<file path="config.mk">
export PLATFORM = sky130hd
export DESIGN_NAME = lbui_top
export DESIGN_NICKNAME = d
export VERILOG_FILES = /design/src/design/lbui_pkg.sv /design/src/design/lbui_interval_reg.sv /design/src/design/lbui_top.sv
export VERILOG_INCLUDE_DIRS = /design/src /design/src/design
export SDC_FILE = /design/constraint.sdc
export NUM_CORES = 1
export LEC_CHECK = 0
export BUFFER_PORTS_ARGS = -buffer_cell sky130_fd_sc_hd__buf_2
export CORE_ASPECT_RATIO = 0.75
export CORE_MARGIN = 2
export CORE_UTILIZATION = 56
export CTS_CLUSTER_SIZE = 14
export DETAILED_ROUTE_END_ITERATION = 16
export PLACE_DENSITY = 0.8
export SKIP_CTS_REPAIR_TIMING = 1
export SYNTH_ARGS = -nofsm -noshare
export SYNTH_HDL_FRONTEND = slang
export SYNTH_HIERARCHICAL = 1
export SYNTH_SLANG_ARGS = --single-unit
</file>
<file path="constraint.sdc">
create_clock -name pclk -period 3 [get_ports pclk]
set_input_delay 0.45 -clock pclk [delete_from_list [all_inputs] [get_ports pclk]]
set_output_delay 0.45 -clock pclk [all_outputs]
set_load 0.05 [all_outputs]
</file>
<file path="src/design/lbui_defines.svh">
// offsets, field layout, reset values and counts of the update-interval block
// assumes inclusion by bare name from the package and design files
`ifndef LBUI_DEFINES_SVH
`define LBUI_DEFINES_SVH

// register byte offsets
`define LBUI_OFF_CFG 12'h000
`define LBUI_OFF_STATUS 12'h004
`define LBUI_OFF_INTERVAL 12'h010

// configuration field positions
`define LBUI_CFG_ASYM_BIT 0
`define LBUI_CFG_UPD_EN_BIT 1

// status field positions
`define LBUI_ST_SEG_LSB 0
`define LBUI_ST_FIELD_LSB 4
`define LBUI_ST_CNT_LSB 8

// reset values
`define LBUI_INTERVAL_RESET 32'h0000_0000
`define LBUI_CFG_RESET 2'h0
`define LBUI_CNT_RESET 4'h0

// layout defaults
`define LBUI_NUM_SEG 8
`define LBUI_FIELD_W 4
`define LBUI_SEG_W 3
`define LBUI_ADDR_W 12

`endif

</file>
<file path="src/design/lbui_pkg.sv">
// types shared by the update-interval block
// assumes the defines header sits beside this file
`include "lbui_defines.svh"

package lbui_pkg;

   // apb request as seen by the slave
   typedef struct packed {
      logic psel;
      logic penable;
      logic pwrite;
      logic [`LBUI_ADDR_W-1:0] paddr;
      logic [31:0] pwdata;
   } lbui_apb_req_t;

   // apb answer of the slave
   typedef struct packed {
      logic pready;
      logic pslverr;
      logic [31:0] prdata;
   } lbui_apb_rsp_t;

   // what the breathing engine reports each cycle
   typedef struct packed {
      logic period_end;
      logic falling_ramp;
      logic [7:0] duty;
   } lbui_pwm_in_t;

endpackage

</file>
<file path="src/design/lbui_interval_reg.sv">
// shadow and active copies of the segment interval register
// assumes writes and commit strobes are one-cycle pulses on pclk
`timescale 1ns/1ps
`include "lbui_defines.svh"

module lbui_interval_reg #(
   parameter int NUM_SEG = `LBUI_NUM_SEG,
   parameter int FIELD_W = `LBUI_FIELD_W
) (
   // clock and reset
   input wire logic pclk,
   input wire logic presetn,
   // software side
   input wire logic wr_en,
   input wire logic [NUM_SEG*FIELD_W-1:0] wr_data,
   // engine side
   input wire logic commit,
   output logic [NUM_SEG*FIELD_W-1:0] active
);
   import lbui_pkg::*;

   logic [NUM_SEG*FIELD_W-1:0] shadow;
   logic [NUM_SEG*FIELD_W-1:0] next_shadow;
   logic [NUM_SEG*FIELD_W-1:0] next_active;

   // refuse layouts that do not fill one bus word
   if (NUM_SEG * FIELD_W != 32)
   begin : g_chk
      $error("interval layout must fill 32 bits");
   end

   // writes land in the shadow at any time, commit copies it over
   always_comb
   begin
      next_shadow = shadow;
      next_active = active;
      if (wr_en)
      begin
         next_shadow = wr_data;
      end
      if (commit)
      begin
         next_active = shadow;
      end
   end

   // both copies clear to one-period spacing
   always_ff @(posedge pclk or negedge presetn)
   begin
      if (!presetn)
      begin
         shadow <= `LBUI_INTERVAL_RESET;
         active <= `LBUI_INTERVAL_RESET;
      end
      else
      begin
         shadow <= next_shadow;
         active <= next_active;
      end
   end
endmodule

</file>
<file path="src/design/lbui_top.sv">
// apb slave and update-interval selection for the led breathing engine
// assumes engine inputs are synchronous to pclk and period_end is a pulse
//
// Contract
// - eight 4-bit fields, one picked by index
// - symmetric: index is duty bits 7..5
// - asymmetric: index is falling flag, duty 7..6
// - interval writes accepted at any moment
// - shadow commits at period end when enabled
// - interval reads return active, not shadow
// - field n waits n plus one periods
// - field k sits in bits 4k+3..4k
//
// Design decision made here: the APB interface to the registers.
`timescale 1ns/1ps
`include "lbui_defines.svh"

module lbui_top #(
   parameter int NUM_SEG = `LBUI_NUM_SEG,
   parameter int FIELD_W = `LBUI_FIELD_W
) (
   // clock and reset
   input wire logic pclk,
   input wire logic presetn,
   // apb slave
   input wire lbui_pkg::lbui_apb_req_t apb_req,
   output lbui_pkg::lbui_apb_rsp_t apb_rsp,
   // breathing engine
   input wire lbui_pkg::lbui_pwm_in_t pwm_in,
   output logic update_due
);
   import lbui_pkg::*;

   localparam int SEG_W = `LBUI_SEG_W;
   localparam logic [1:0] CFG_RST = `LBUI_CFG_RESET;

   // refuse sizes the index logic cannot address
   if (NUM_SEG != (1 << SEG_W) || FIELD_W != `LBUI_FIELD_W)
   begin : g_chk
      $error("top supports eight 4-bit fields only");
   end

   logic asym;
   logic upd_en;
   logic next_asym;
   logic next_upd_en;
   logic [31:0] prdata;
   logic [31:0] next_prdata;
   logic [31:0] active;
   logic [SEG_W-1:0] seg_index;
   logic [FIELD_W-1:0] field [NUM_SEG];
   logic [FIELD_W-1:0] sel_field;
   logic [FIELD_W-1:0] period_cnt;
   logic [FIELD_W-1:0] next_period_cnt;
   logic setup;
   logic access;
   logic wr_cfg;
   logic wr_interval;
   logic mapped;
   logic commit;
   logic [4:0] gap_cnt;
   logic [4:0] next_gap_cnt;

   // apb phase decode and address match
   assign setup = apb_req.psel && !apb_req.penable;
   assign access = apb_req.psel && apb_req.penable;
   assign mapped = (apb_req.paddr == `LBUI_OFF_CFG) ||
                   (apb_req.paddr == `LBUI_OFF_STATUS) ||
                   (apb_req.paddr == `LBUI_OFF_INTERVAL);
   assign wr_cfg = access && apb_req.pwrite &&
                   (apb_req.paddr == `LBUI_OFF_CFG);
   assign wr_interval = access && apb_req.pwrite &&
                        (apb_req.paddr == `LBUI_OFF_INTERVAL);

   // zero-wait answer, error on unmapped addresses
   assign apb_rsp.pready = 1'b1;
   assign apb_rsp.pslverr = access && !mapped;
   assign apb_rsp.prdata = prdata;

   // segment index from duty and ramp direction
   always_comb
   begin
      if (asym)
      begin
         seg_index = {pwm_in.falling_ramp, pwm_in.duty[7:6]};
      end
      else
      begin
         seg_index = pwm_in.duty[7:5];
      end
   end

   // split the active word into its fields
   for (genvar k = 0; k < NUM_SEG; k++)
   begin : g_field
      assign field[k] = active[k*FIELD_W +: FIELD_W];
   end

   // pick the field of the current segment
   assign sel_field = field[seg_index];

   // commit point for the shadow copy
   assign commit = pwm_in.period_end && upd_en;

   // shadow and active interval copies
   lbui_interval_reg #(
      .NUM_SEG(NUM_SEG),
      .FIELD_W(FIELD_W)
   ) u_interval (
      .pclk(pclk),
      .presetn(presetn),
      .wr_en(wr_interval),
      .wr_data(apb_req.pwdata),
      .commit(commit),
      .active(active)
   );

   // period counter: due once the count reaches the chosen field
   always_comb
   begin
      update_due = pwm_in.period_end && (period_cnt >= sel_field);
      next_period_cnt = period_cnt;
      if (update_due)
      begin
         next_period_cnt = `LBUI_CNT_RESET;
      end
      else if (pwm_in.period_end)
      begin
         next_period_cnt = period_cnt + 4'h1;
      end
   end

   always_ff @(posedge pclk or negedge presetn)
   begin
      if (!presetn)
      begin
         period_cnt <= `LBUI_CNT_RESET;
      end
      else
      begin
         period_cnt <= next_period_cnt;
      end
   end

   // configuration bits written in the access phase, read data captured in the setup phase
   always_comb
   begin
      next_asym = asym;
      next_upd_en = upd_en;
      next_prdata = prdata;
      if (wr_cfg)
      begin
         next_asym = apb_req.pwdata[`LBUI_CFG_ASYM_BIT];
         next_upd_en = apb_req.pwdata[`LBUI_CFG_UPD_EN_BIT];
      end
      if (setup)
      begin
         next_prdata = 32'h0000_0000;
         case (apb_req.paddr)
            `LBUI_OFF_CFG:
            begin
               next_prdata[`LBUI_CFG_ASYM_BIT] = asym;
               next_prdata[`LBUI_CFG_UPD_EN_BIT] = upd_en;
            end
            `LBUI_OFF_STATUS:
            begin
               next_prdata[`LBUI_ST_SEG_LSB +: SEG_W] = seg_index;
               next_prdata[`LBUI_ST_FIELD_LSB +: FIELD_W] = sel_field;
               next_prdata[`LBUI_ST_CNT_LSB +: FIELD_W] = period_cnt;
            end
            `LBUI_OFF_INTERVAL:
            begin
               next_prdata = active;
            end
            default:
            begin
               next_prdata = 32'h0000_0000;
            end
         endcase
      end
   end

   always_ff @(posedge pclk or negedge presetn)
   begin
      if (!presetn)
      begin
         asym <= CFG_RST[`LBUI_CFG_ASYM_BIT];
         upd_en <= CFG_RST[`LBUI_CFG_UPD_EN_BIT];
         prdata <= 32'h0000_0000;
      end
      else
      begin
         asym <= next_asym;
         upd_en <= next_upd_en;
         prdata <= next_prdata;
      end
   end

   // reference count of period ends since the last update, for the checks
   always_comb
   begin
      next_gap_cnt = gap_cnt;
      if (update_due)
      begin
         next_gap_cnt = 5'h00;
      end
      else if (pwm_in.period_end)
      begin
         next_gap_cnt = gap_cnt + 5'h01;
      end
   end

   always_ff @(posedge pclk or negedge presetn)
   begin
      if (!presetn)
      begin
         gap_cnt <= 5'h00;
      end
      else
      begin
         gap_cnt <= next_gap_cnt;
      end
   end
endmodule

</file>
==> results of run 1 <==
worst max-delay path: stages, from the launching register on:
cell and delay [ns]:
dfrtp_2 0.45, mux4_2 0.48, a32oi_2 0.21, o21ai_2 0.11, ha_1 0.28, nand2b_4 0.14, a21oi_2 0.15, o21ai_2 0.08
and2_4 0.17, buf_8 0.14
placed cells by master, fill, tap and decap left out, types with 3 or more instances in the layout:
master	instances
o21ai_0	9
clkbuf_16	9
nand2b_1	5
a22oi_1	4
buf_12	3
a21o_1	6
buf_2	85
clkbuf_8	3
dfrtp_1	99
buf_4	27
a21oi_1	6
o22ai_1	8
mux2_4	60
or2_2	3
a31oi_1	3
o21ai_1	3
ha_1	4
nand2_1	60
mux2_2	9
nor2b_1	3
inv_1	4
nor2_1	4
nand3_1	25
mux2i_1	20
nor3_1	3
dfrtp_2	3
and3_1	4
a21oi_2	3
cell type report:
| class | count | area, µm² | share of cell area [%] |
|---|---|---|---|
| sequential | 102 | 2560 | 41.7 |
| multi-input combinational | 280 | 2420 | 39.5 |
| timing repair buffer | 116 | 703 | 11.5 |
| clock buffer | 13 | 270 | 4.41 |
| tap | 112 | 140 | 2.29 |
| clock inverter | 3 | 25.0 | 0.408 |
| inverter | 4 | 15.0 | 0.245 |
cells by family (layout without fill, tap and decap cells):
logic type / Yosys count / after routing / share of synthesized area [%]
buffers and inverters: 32 / 136 / 4.87
muxes: 91 / 91 / 24.4
DFF: 102 / 102 / 49.9
AOI/OAI and AO/OA: 57 / 57 / 7.14
and+or+nand+nor: 126 / 126 / 12.4
other: 1 / 1 / 0.0733
adders and majority gates: 5 / 5 / 1.22
path summary, 6_finish.rpt:
kind	slack [ns]	to	from	cells past startpoint
max	0.0001	update_due	u_interval/active[16]$_DFFE_PN0P_	9
max in group asynchronous	2.14	asym$_DFFE_PN0P_	presetn	2
min in group pclk	0.33	u_interval/shadow[14]$_DFFE_PN0P_	apb_req[14]	2
min	0.14	prdata[26]$_DFFE_PN0P_	presetn	1
min reg2reg	0.46	prdata[27]$_DFFE_PN0P_	prdata[27]$_DFFE_PN0P_	2
max reg2reg	0.49	period_cnt[0]$_DFFE_PN0P_	u_interval/active[16]$_DFFE_PN0P_	10
power by group through the flow:
stage | Clock, mW | Sequential, mW | Combinational [mW]
5_1_grt | 1.21 | 1.43 | 0.392
3_5_place_dp | 0 | 1.46 | 0.302
6_report | 1.14 | 1.43 | 0.361
2_1_floorplan | 0 | 1.45 | 0.170
4_1_cts | 1.16 | 1.43 | 0.302
3_3_place_gp | 0 | 1.45 | 0.288
per-stage QoR:
step	cells	util [%]	hold slack, ns
floorplan	414	-	0.154
global placement	610	63.6	0.445
detailed placement	610	63.6	0.451
CTS	626	66.8	0.167
global route	630	68.3	0.192
finish	630	68.3	0.140
layer usage:
layer / vias up / GRT usage, % / part of all wire [%] / routed length, µm
li1: 1669 / - / - / -
met4: 0 / 7.76 / 1.2 / 139
met2: 137 / 36.9 / 46 / 5340
met1: 1759 / 35.3 / 46 / 5360
met3: 17 / 5.31 / 6.9 / 803
met5: - / 0 / 0 / 0
flip-flops by register name (all words and copies together), names as in the netlist:
register and flops:
period_cnt 4, u_interval/shadow 32, asym 1, prdata 32, upd_en 1, u_interval/active 32
==> flow_metrics.env, run 1 <==
export IMPL_finalHoldViolations=0
export IMPL_syn_area_um2=5110
export IMPL_ys_warnings_count=6
export IMPL_nNetsFinal=577
export IMPL_drt_vias_per_instance=5.69
export IMPL_p_total_mw=2.93
export IMPL_critPathLaunchType="register"
export IMPL_slew_headroom_pct=52.2
export IMPL_dp_hpwl_mm=8.36
export IMPL_syn_avg_cell_area_um2=12.4
export IMPL_yosys_area_top_type="dfrtp_1"
export IMPL_worstPathArrival_ns=2.55
export IMPL_antennaDiodeCount=0
export IMPL_async_flop_share_pct=100
export IMPL_fmax_ghz=0.333
export IMPL_layout_min_cycle_time_ns=3.00
export IMPL_drt_pass1_iterations=5
export IMPL_drv_slew=0
export IMPL_rows=30
export IMPL_pwr_share_seq_pct=48.9
export IMPL_cts_tree="built"
export IMPL_grt_pass1_vias=3517
export IMPL_clock_sinks=102
export IMPL_cts_buffers=9
export IMPL_synthDistinctLibCells=50
export IMPL_postRouteAntennaNets=0
export IMPL_crit_path_end_kind="output pin"
export IMPL_status="completed"
export IMPL_synthTopCellsByArea="dfrtp_1 50%, mux2_4 18%, nand2_1 4.4%"
export IMPL_htreeDepth=3
export IMPL_cts_root_buf="clkbuf_16"
export IMPL_clk_pin_slew_worst_paths_ns=0.07
export IMPL_syn_num_nets=478
export IMPL_synthFlopType="dfrtp_1"
export IMPL_combPwrFrac_pct=12.3
export IMPL_cell_internal_pwr_mw=2.20
export IMPL_dr_first_iter_drc_count=300
export IMPL_ys_ff_latch=102
export IMPL_leakage_nw=3.15
export IMPL_finalWirelength_mm=11.6
export IMPL_final_area_um2=6130
export IMPL_antenna_found_initial=0
export IMPL_swShare_pct=25.0
export IMPL_globalplace_congestion=0.891
export IMPL_seq_area_frac_synth_pct=49.9
export IMPL_coreArea_um2=8970
export IMPL_start_util_pct=57.0
export IMPL_min_path_type="in -> async"
export IMPL_synth_cells=414
export IMPL_drcViolationCount=0
export IMPL_rsz0062_at_grt="true"
export IMPL_wl_per_cell_um=18.5
export IMPL_maxCapViolCount=0
export IMPL_drive_above_1_share_pct=44.6
export IMPL_clockPowerShare_pct=38.8
export IMPL_crit_required_ns=2.55
export IMPL_vdd_drop_max_mv=0.271
export IMPL_finalSetupTns_ns=0
export IMPL_final_setup_viol_count=0
export IMPL_grt_pass1_wl_mm=18.1
export IMPL_setup_ws_ns=0.000124
export IMPL_grt_max_degree=53
export IMPL_switching_power_mw=0.732
export IMPL_synth_edf_count=0
export IMPL_area_growth_pct=19.9
export IMPL_crit_path_max_fanout=4
export IMPL_clock_path_buffers=2
export IMPL_track_usage_pct=24.3
export IMPL_die_area_um2=9920
export IMPL_synth_commonest_cells="102 x dfrtp_1, 60 x mux2_4, 60 x nand2_1, 25 x nand3_1, 20 x mux2i_1"
export IMPL_p_per_area_nw_per_um2=478
export IMPL_clock_latency_ns=0.34
export IMPL_critPathKind="reg -> out"
export IMPL_die_x_um=114
export IMPL_period_share_pct=100
export IMPL_overflow=0
export IMPL_dpl_cell_area_um2=5700
export IMPL_io_pins=94
export IMPL_synth_most_common_cell="dfrtp_1"
export IMPL_clock_skew_ns=0.00378
export IMPL_synth_top_area_share_pct=49.9
export IMPL_fillers=657
export IMPL_tightest_slew_ns=0.717
export IMPL_dp_slack_ns=-0.0499
export IMPL_io_buffers=87
export IMPL_fp_dieH_um=86.8
export IMPL_num_vias=3582
(Power assumes the default switching activity.)
==> inputs of run 2 (changes only) <==
- CELL_PAD_IN_SITES_DETAIL_PLACEMENT: default -> 0
- CELL_PAD_IN_SITES_GLOBAL_PLACEMENT: default -> 1
- CORE_UTILIZATION: 56 -> 45
- PLACE_DENSITY: 0.8 -> default
- PLACE_DENSITY_LB_ADDON: default -> 0.1
==> run 2 against run 1 <==
Net effect: final cell count is 6.2% higher; flip-flop and latch count stayed put; first-iteration DRC count is 34% lower; hold slack worse by 0.025 ns; critical path depth stayed put; clock power hardly changed; global-route usage is 3.7 points lower; clock skew is 0.00099 ns higher; fmax is 1.2% higher; final area is 2.3% higher; highest routed layer unchanged.
==> flow_metrics.env, run 2 (same netlist as run 1, synthesis figures left out) <==
export IMPL_antenna_found_initial=0
export IMPL_swShare_pct=24.9
export IMPL_worstPathArrival_ns=2.51
export IMPL_reg2reg_depth=12
export IMPL_maxCapViolCount=0
export IMPL_fillers=945
export IMPL_status="completed"
export IMPL_nNetsFinal=588
export IMPL_clock_skew_ns=0.00477
export IMPL_top_regs="prdata (32), u_interval/active (32), u_interval/shadow (32)"
export IMPL_clock_sinks=102
export IMPL_postRouteAntennaNets=0
export IMPL_overflow=0
export IMPL_rsz0062_at_grt="true"
export IMPL_vdd_drop_max_mv=0.360
export IMPL_startpoint="u_interval/active[16]$_DFFE_PN0P_"
export IMPL_final_common_cell="dfrtp_1"
export IMPL_rows=33
export IMPL_grt_pass1_vias=3379
export IMPL_drt_pass1_iterations=6
export IMPL_dr_first_iter_drc_count=198
export IMPL_p_per_area_nw_per_um2=472
export IMPL_dp_hpwl_mm=8.90
export IMPL_reg2reg_to="period_cnt[3]$_DFFE_PN0P_"
export IMPL_htreeDepth=3
export IMPL_io_pins=94
export IMPL_coreArea_um2=11000
export IMPL_utilization_pct=57.1
export IMPL_critPathKind="reg -> out"
export IMPL_reg2reg_from="asym$_DFFE_PN0P_"
export IMPL_num_vias=3548
export IMPL_slew_headroom_pct=59.4
export IMPL_min_path_type="in -> async"
export IMPL_cts_root_buf="clkbuf_16"
export IMPL_drive_above_1_share_pct=45.6
export IMPL_io_buffers=87
export IMPL_combPwrFrac_pct=12.7
export IMPL_start_util_pct=46.6
export IMPL_final_setup_viol_count=0
export IMPL_grt_max_degree=56
export IMPL_clock_latency_ns=0.34
export IMPL_holdWs_ns=0.115
export IMPL_pwr_share_seq_pct=48.4
export IMPL_leakage_nw=3.21
export IMPL_drv_slew=0
export IMPL_drt_vias_per_instance=5.30
export IMPL_clock_path_buffers=2
export IMPL_setup_ws_ns=0.0353
export IMPL_setup_worst_path_end="update_due"
export IMPL_reg2reg_slack_ns=0.52
export IMPL_grt_pass1_wl_mm=19.0
export IMPL_die_x_um=127
export IMPL_tightest_slew_ns=0.610
export IMPL_clockPowerShare_pct=38.9
export IMPL_period_share_pct=98.8
export IMPL_cts_buffers=9
export IMPL_fmax_ghz=0.337
export IMPL_layout_min_cycle_time_ns=2.96
export IMPL_clk_pin_slew_worst_paths_ns=0.07
export IMPL_critPathLaunchType="register"
export IMPL_crit_required_ns=2.55
export IMPL_crit_path_max_fanout=4
export IMPL_switching_power_mw=0.737
export IMPL_crit_path_end_kind="output pin"
export IMPL_finalWirelength_mm=11.9
export IMPL_cell_internal_pwr_mw=2.22
export IMPL_wl_per_cell_um=17.8
export IMPL_antennaDiodeCount=0
export IMPL_die_area_um2=12200
export IMPL_fp_dieH_um=96.3
export IMPL_track_usage_pct=20.7
export IMPL_globalplace_congestion=0.815
export IMPL_finalHoldViolations=0
export IMPL_final_cell_mix="99 x dfrtp_1, 85 x buf_2, 60 x nand2_1, 60 x mux2_4, 38 x buf_4"
export IMPL_drcViolationCount=0
export IMPL_dp_slack_ns=-0.0923
export IMPL_cts_tree="built"
export IMPL_area_growth_pct=22.7
-- run 2: cell count changes in the layout (fill, tap and decap cells not counted), sizes merged --
cell,previous run,this run
clkbuf,13,11
clkinv,1,3
buf,116,127
bufinv,0,1
clkinvlp,1,0
-- run 2: worst min path at each step --
stage                      startpoint                          endpoint  cells past startpoint
2_1_floorplan                 presetn                  asym$_DFFE_PN0P_                      0
3_3_place_gp   prdata[15]$_DFFE_PN0P_            prdata[15]$_DFFE_PN0P_                      2
3_5_place_dp   prdata[18]$_DFFE_PN0P_            prdata[18]$_DFFE_PN0P_                      2
4_1_cts                       presetn  u_interval/shadow[4]$_DFFE_PN0P_                      1
5_1_grt                       presetn  u_interval/shadow[4]$_DFFE_PN0P_                      1
6_report                      presetn  u_interval/shadow[4]$_DFFE_PN0P_                      1
-- run 2: layer usage --
layer	wire, µm	vias to the layer above	track usage [%]
met5	0	-	0
met3	554	7	4.39
li1	-	1697	-
met1	6460	1756	33.0
met4	99	0	4.40
met2	4820	88	28.4
-- run 2: final cells by class --
type | instances | area (µm²) | share of cell area [%]
sequential | 102 | 2560 | 40.7
timing repair buffer | 127 | 786 | 12.5
multi-input combinational | 280 | 2450 | 39.1
clock buffer | 11 | 233 | 3.71
tap | 140 | 175 | 2.79
inverter | 4 | 15.0 | 0.239
clock inverter | 5 | 57.6 | 0.917
-- run 2: power by group through the flow --
| stage | combinational, mW | sequential (mW) | clock (mW) |
|---|---|---|---|
| global route | 0.412 | 1.44 | 1.25 |
| finish | 0.374 | 1.43 | 1.15 |
| floorplan | 0.170 | 1.45 | 0 |
| global placement | 0.299 | 1.45 | 0 |
| detailed placement | 0.309 | 1.45 | 0 |
| CTS | 0.309 | 1.43 | 1.18 |
-- run 2: stage by stage --
step	power [mW]	instances	cell area, µm²	TNS (ns)
4_1_cts	2.92	659	6060	-0.299
6_report	2.96	669	6270	0
2_1_floorplan	1.62	414	5120	0
5_1_grt	3.10	669	6270	-0.0555
3_5_place_dp	1.76	643	5770	-0.0923
3_3_place_gp	1.75	643	5770	-0.0613
-- run 2: worst max-delay path, cell delays in order, from the launching register on --
cell,delay [ns]
dfrtp_2,0.44
mux4_2,0.48
a32oi_2,0.21
o21ai_2,0.11
ha_1,0.30
nand2b_4,0.15
a21oi_4,0.12
o21ai_2,0.07
and2_4,0.16
buf_8,0.14
==> inputs of run 3 (changes only) <==
- BUFFER_PORTS_ARGS: -buffer_cell sky130_fd_sc_hd__buf_2 -> -buffer_cell sky130_fd_sc_hd__buf_4
==> run 3 against run 2 <==
Net effect: utilization is 1.4 points higher; first-iteration DRC count is 22% higher; via count fell by 1.9%; sequential share of layout area down 0.94 points; combinational power about the same; final area up 2.4%; clock power increased by 8%; register-to-register slack gained 0.03 ns; largest cell class unchanged; worst setup slack gained 0.037 ns; final cell count is 2.1% lower.
==> flow_metrics.env, run 3 (same netlist as run 1, synthesis figures left out) <==
export IMPL_status="completed"
export IMPL_cp_buffers_inverters=1
export IMPL_crit_required_ns=2.55
export IMPL_drcViolationCount=0
export IMPL_drt_vias_per_instance=5.31
export IMPL_path_cells="mux4_2, a32oi_2, o21ai_2, ha_1, nand2b_4, a21oi_4, o21ai_2, and2_4, buf_8"
export IMPL_fillers=908
export IMPL_min_path_type="in -> async"
export IMPL_postRouteAntennaNets=0
export IMPL_critPathLaunchType="register"
export IMPL_area_growth_pct=25.6
export IMPL_num_vias=3479
export IMPL_final_common_cell="buf_4"
export IMPL_grt_pass1_vias=3329
export IMPL_dr_first_iter_drc_count=241
export IMPL_fp_dieH_um=96.3
export IMPL_clock_skew_ns=0.00547
export IMPL_rows=33
export IMPL_nNetsFinal=574
export IMPL_top_regs="prdata (32), u_interval/active (32), u_interval/shadow (32)"
export IMPL_vdd_drop_max_mv=0.310
export IMPL_reg2reg_to="period_cnt[0]$_DFFE_PN0P_"
export IMPL_slew_headroom_pct=60.6
export IMPL_clock_path_buffers=2
export IMPL_layout_min_cycle_time_ns=2.93
export IMPL_drt_pass1_iterations=4
export IMPL_crit_path_max_fanout=4
export IMPL_htreeDepth=3
export IMPL_grt_max_degree=58
export IMPL_finalHoldViolations=0
export IMPL_worstPathArrival_ns=2.48
export IMPL_grt_pass1_wl_mm=18.4
export IMPL_dp_slack_ns=-0.0281
export IMPL_period_share_pct=97.6
export IMPL_layout_cells_non_filler=655
export IMPL_cts_buffers=9
export IMPL_clk_pin_slew_worst_paths_ns=0.07
export IMPL_finalSetupTns_ns=0
export IMPL_crit_top_cell="o21ai_2"
export IMPL_finalWirelength_mm=11.6
export IMPL_seq_area_um2=2560
export IMPL_track_usage_pct=19.8
export IMPL_p_per_area_nw_per_um2=474
export IMPL_multi_input_area_um2=2460
export IMPL_clock_sinks=102
export IMPL_antenna_found_initial=0
export IMPL_start_util_pct=46.6
export IMPL_globalplace_congestion=0.842
export IMPL_critPathKind="reg -> out"
export IMPL_clock_latency_ns=0.34
export IMPL_final_setup_viol_count=0
export IMPL_cts_tree="built"
export IMPL_final_cell_mix="108 x buf_4, 98 x dfrtp_1, 60 x nand2_1, 60 x mux2_4, 25 x nand3_1"
export IMPL_cts_root_buf="clkbuf_16"
export IMPL_overflow=0
export IMPL_drive_above_1_share_pct=44.9
export IMPL_coreArea_um2=11000
export IMPL_setup_ws_ns=0.0722
export IMPL_reg2reg_slack_ns=0.55
export IMPL_slowest_delay_ns=0.48
export IMPL_drv_slew=0
export IMPL_leakage_nw=3.21
export IMPL_critical_path_slowest_cell="mux4_2"
export IMPL_maxCapViolCount=0
export IMPL_wl_per_cell_um=17.7
export IMPL_placedCellCount=633
export IMPL_io_pins=94
export IMPL_crit_path_end_kind="output pin"
export IMPL_antennaDiodeCount=0
export IMPL_reg2reg_from="u_interval/active[16]$_DFFE_PN0P_"
export IMPL_reg2reg_depth=10
export IMPL_die_x_um=127
export IMPL_dp_hpwl_mm=8.57
export IMPL_tightest_slew_ns=0.586
export IMPL_fmax_ghz=0.342
export IMPL_die_area_um2=12200
export IMPL_io_buffers=87
export IMPL_rsz0062_at_grt="true"
export IMPL_crit_family="compound AO/OA/AOI/OAI gates"
## run 3: cell types whose count changed in the layout (fill, tap and decap cells not counted), sizes merged
cell and delta:
buf -15, clkbuf +2, inv +2, clkinv -3
## run 3: cell type report
type	instances	share of cell area, %
Clock buffer	12	4.15
Clock inverter	4	0.915
Inverter	4	0.234
Multi-Input combinational cell	280	38.3
Sequential cell	102	39.8
Tap cell	140	2.73
Timing Repair Buffer	113	13.9
## run 3: power breakdown
group	switching, mW	leakage [nW]	internal, mW
clock	0.514	0.162	0.727
sequential	0.0309	1.42	1.40
combinational	0.196	1.63	0.180
## run 3: through the flow
stage / instance area [µm²] / total power [mW] / hold WS (ns) / utilization (%)
floorplan: 5120 / 1.62 / 0.154 / -
global placement: 5910 / 1.77 / 0.452 / 53.9
detailed placement: 5910 / 1.78 / 0.463 / 53.9
CTS: 6240 / 3.03 / 0.118 / 56.8
global route: 6420 / 3.18 / 0.140 / 58.5
finish: 6420 / 3.04 / 0.0956 / 58.5
## run 3: worst register-to-register path, cell delays in order, from the launching register on
cell and delay (ns):
dfrtp_2 0.44, mux4_2 0.48, a32oi_2 0.20, o21ai_2 0.10, ha_1 0.30, nand2b_4 0.15
a21oi_4 0.12, o21ai_2 0.07, buf_4 0.15, or3_1 0.29, o21ai_0 0.07
## run 3: worst max path at each step
stage / startpoint / cells past startpoint / endpoint
finish: u_interval/active[16]$_DFFE_PN0P_ / 9 / update_due
CTS: asym$_DFFE_PN0P_ / 9 / update_due
global route: asym$_DFFE_PN0P_ / 10 / update_due
detailed placement: pwm_in[6] / 11 / update_due
global placement: pwm_in[7] / 10 / update_due
floorplan: pwm_in[7] / 9 / update_due
## run 3: routing by layer
metal	wire length (µm)	global-route usage, %
met1	6080	32.6
met2	4610	25.9
met3	800	4.06
met4	80	4.67
met5	0	0
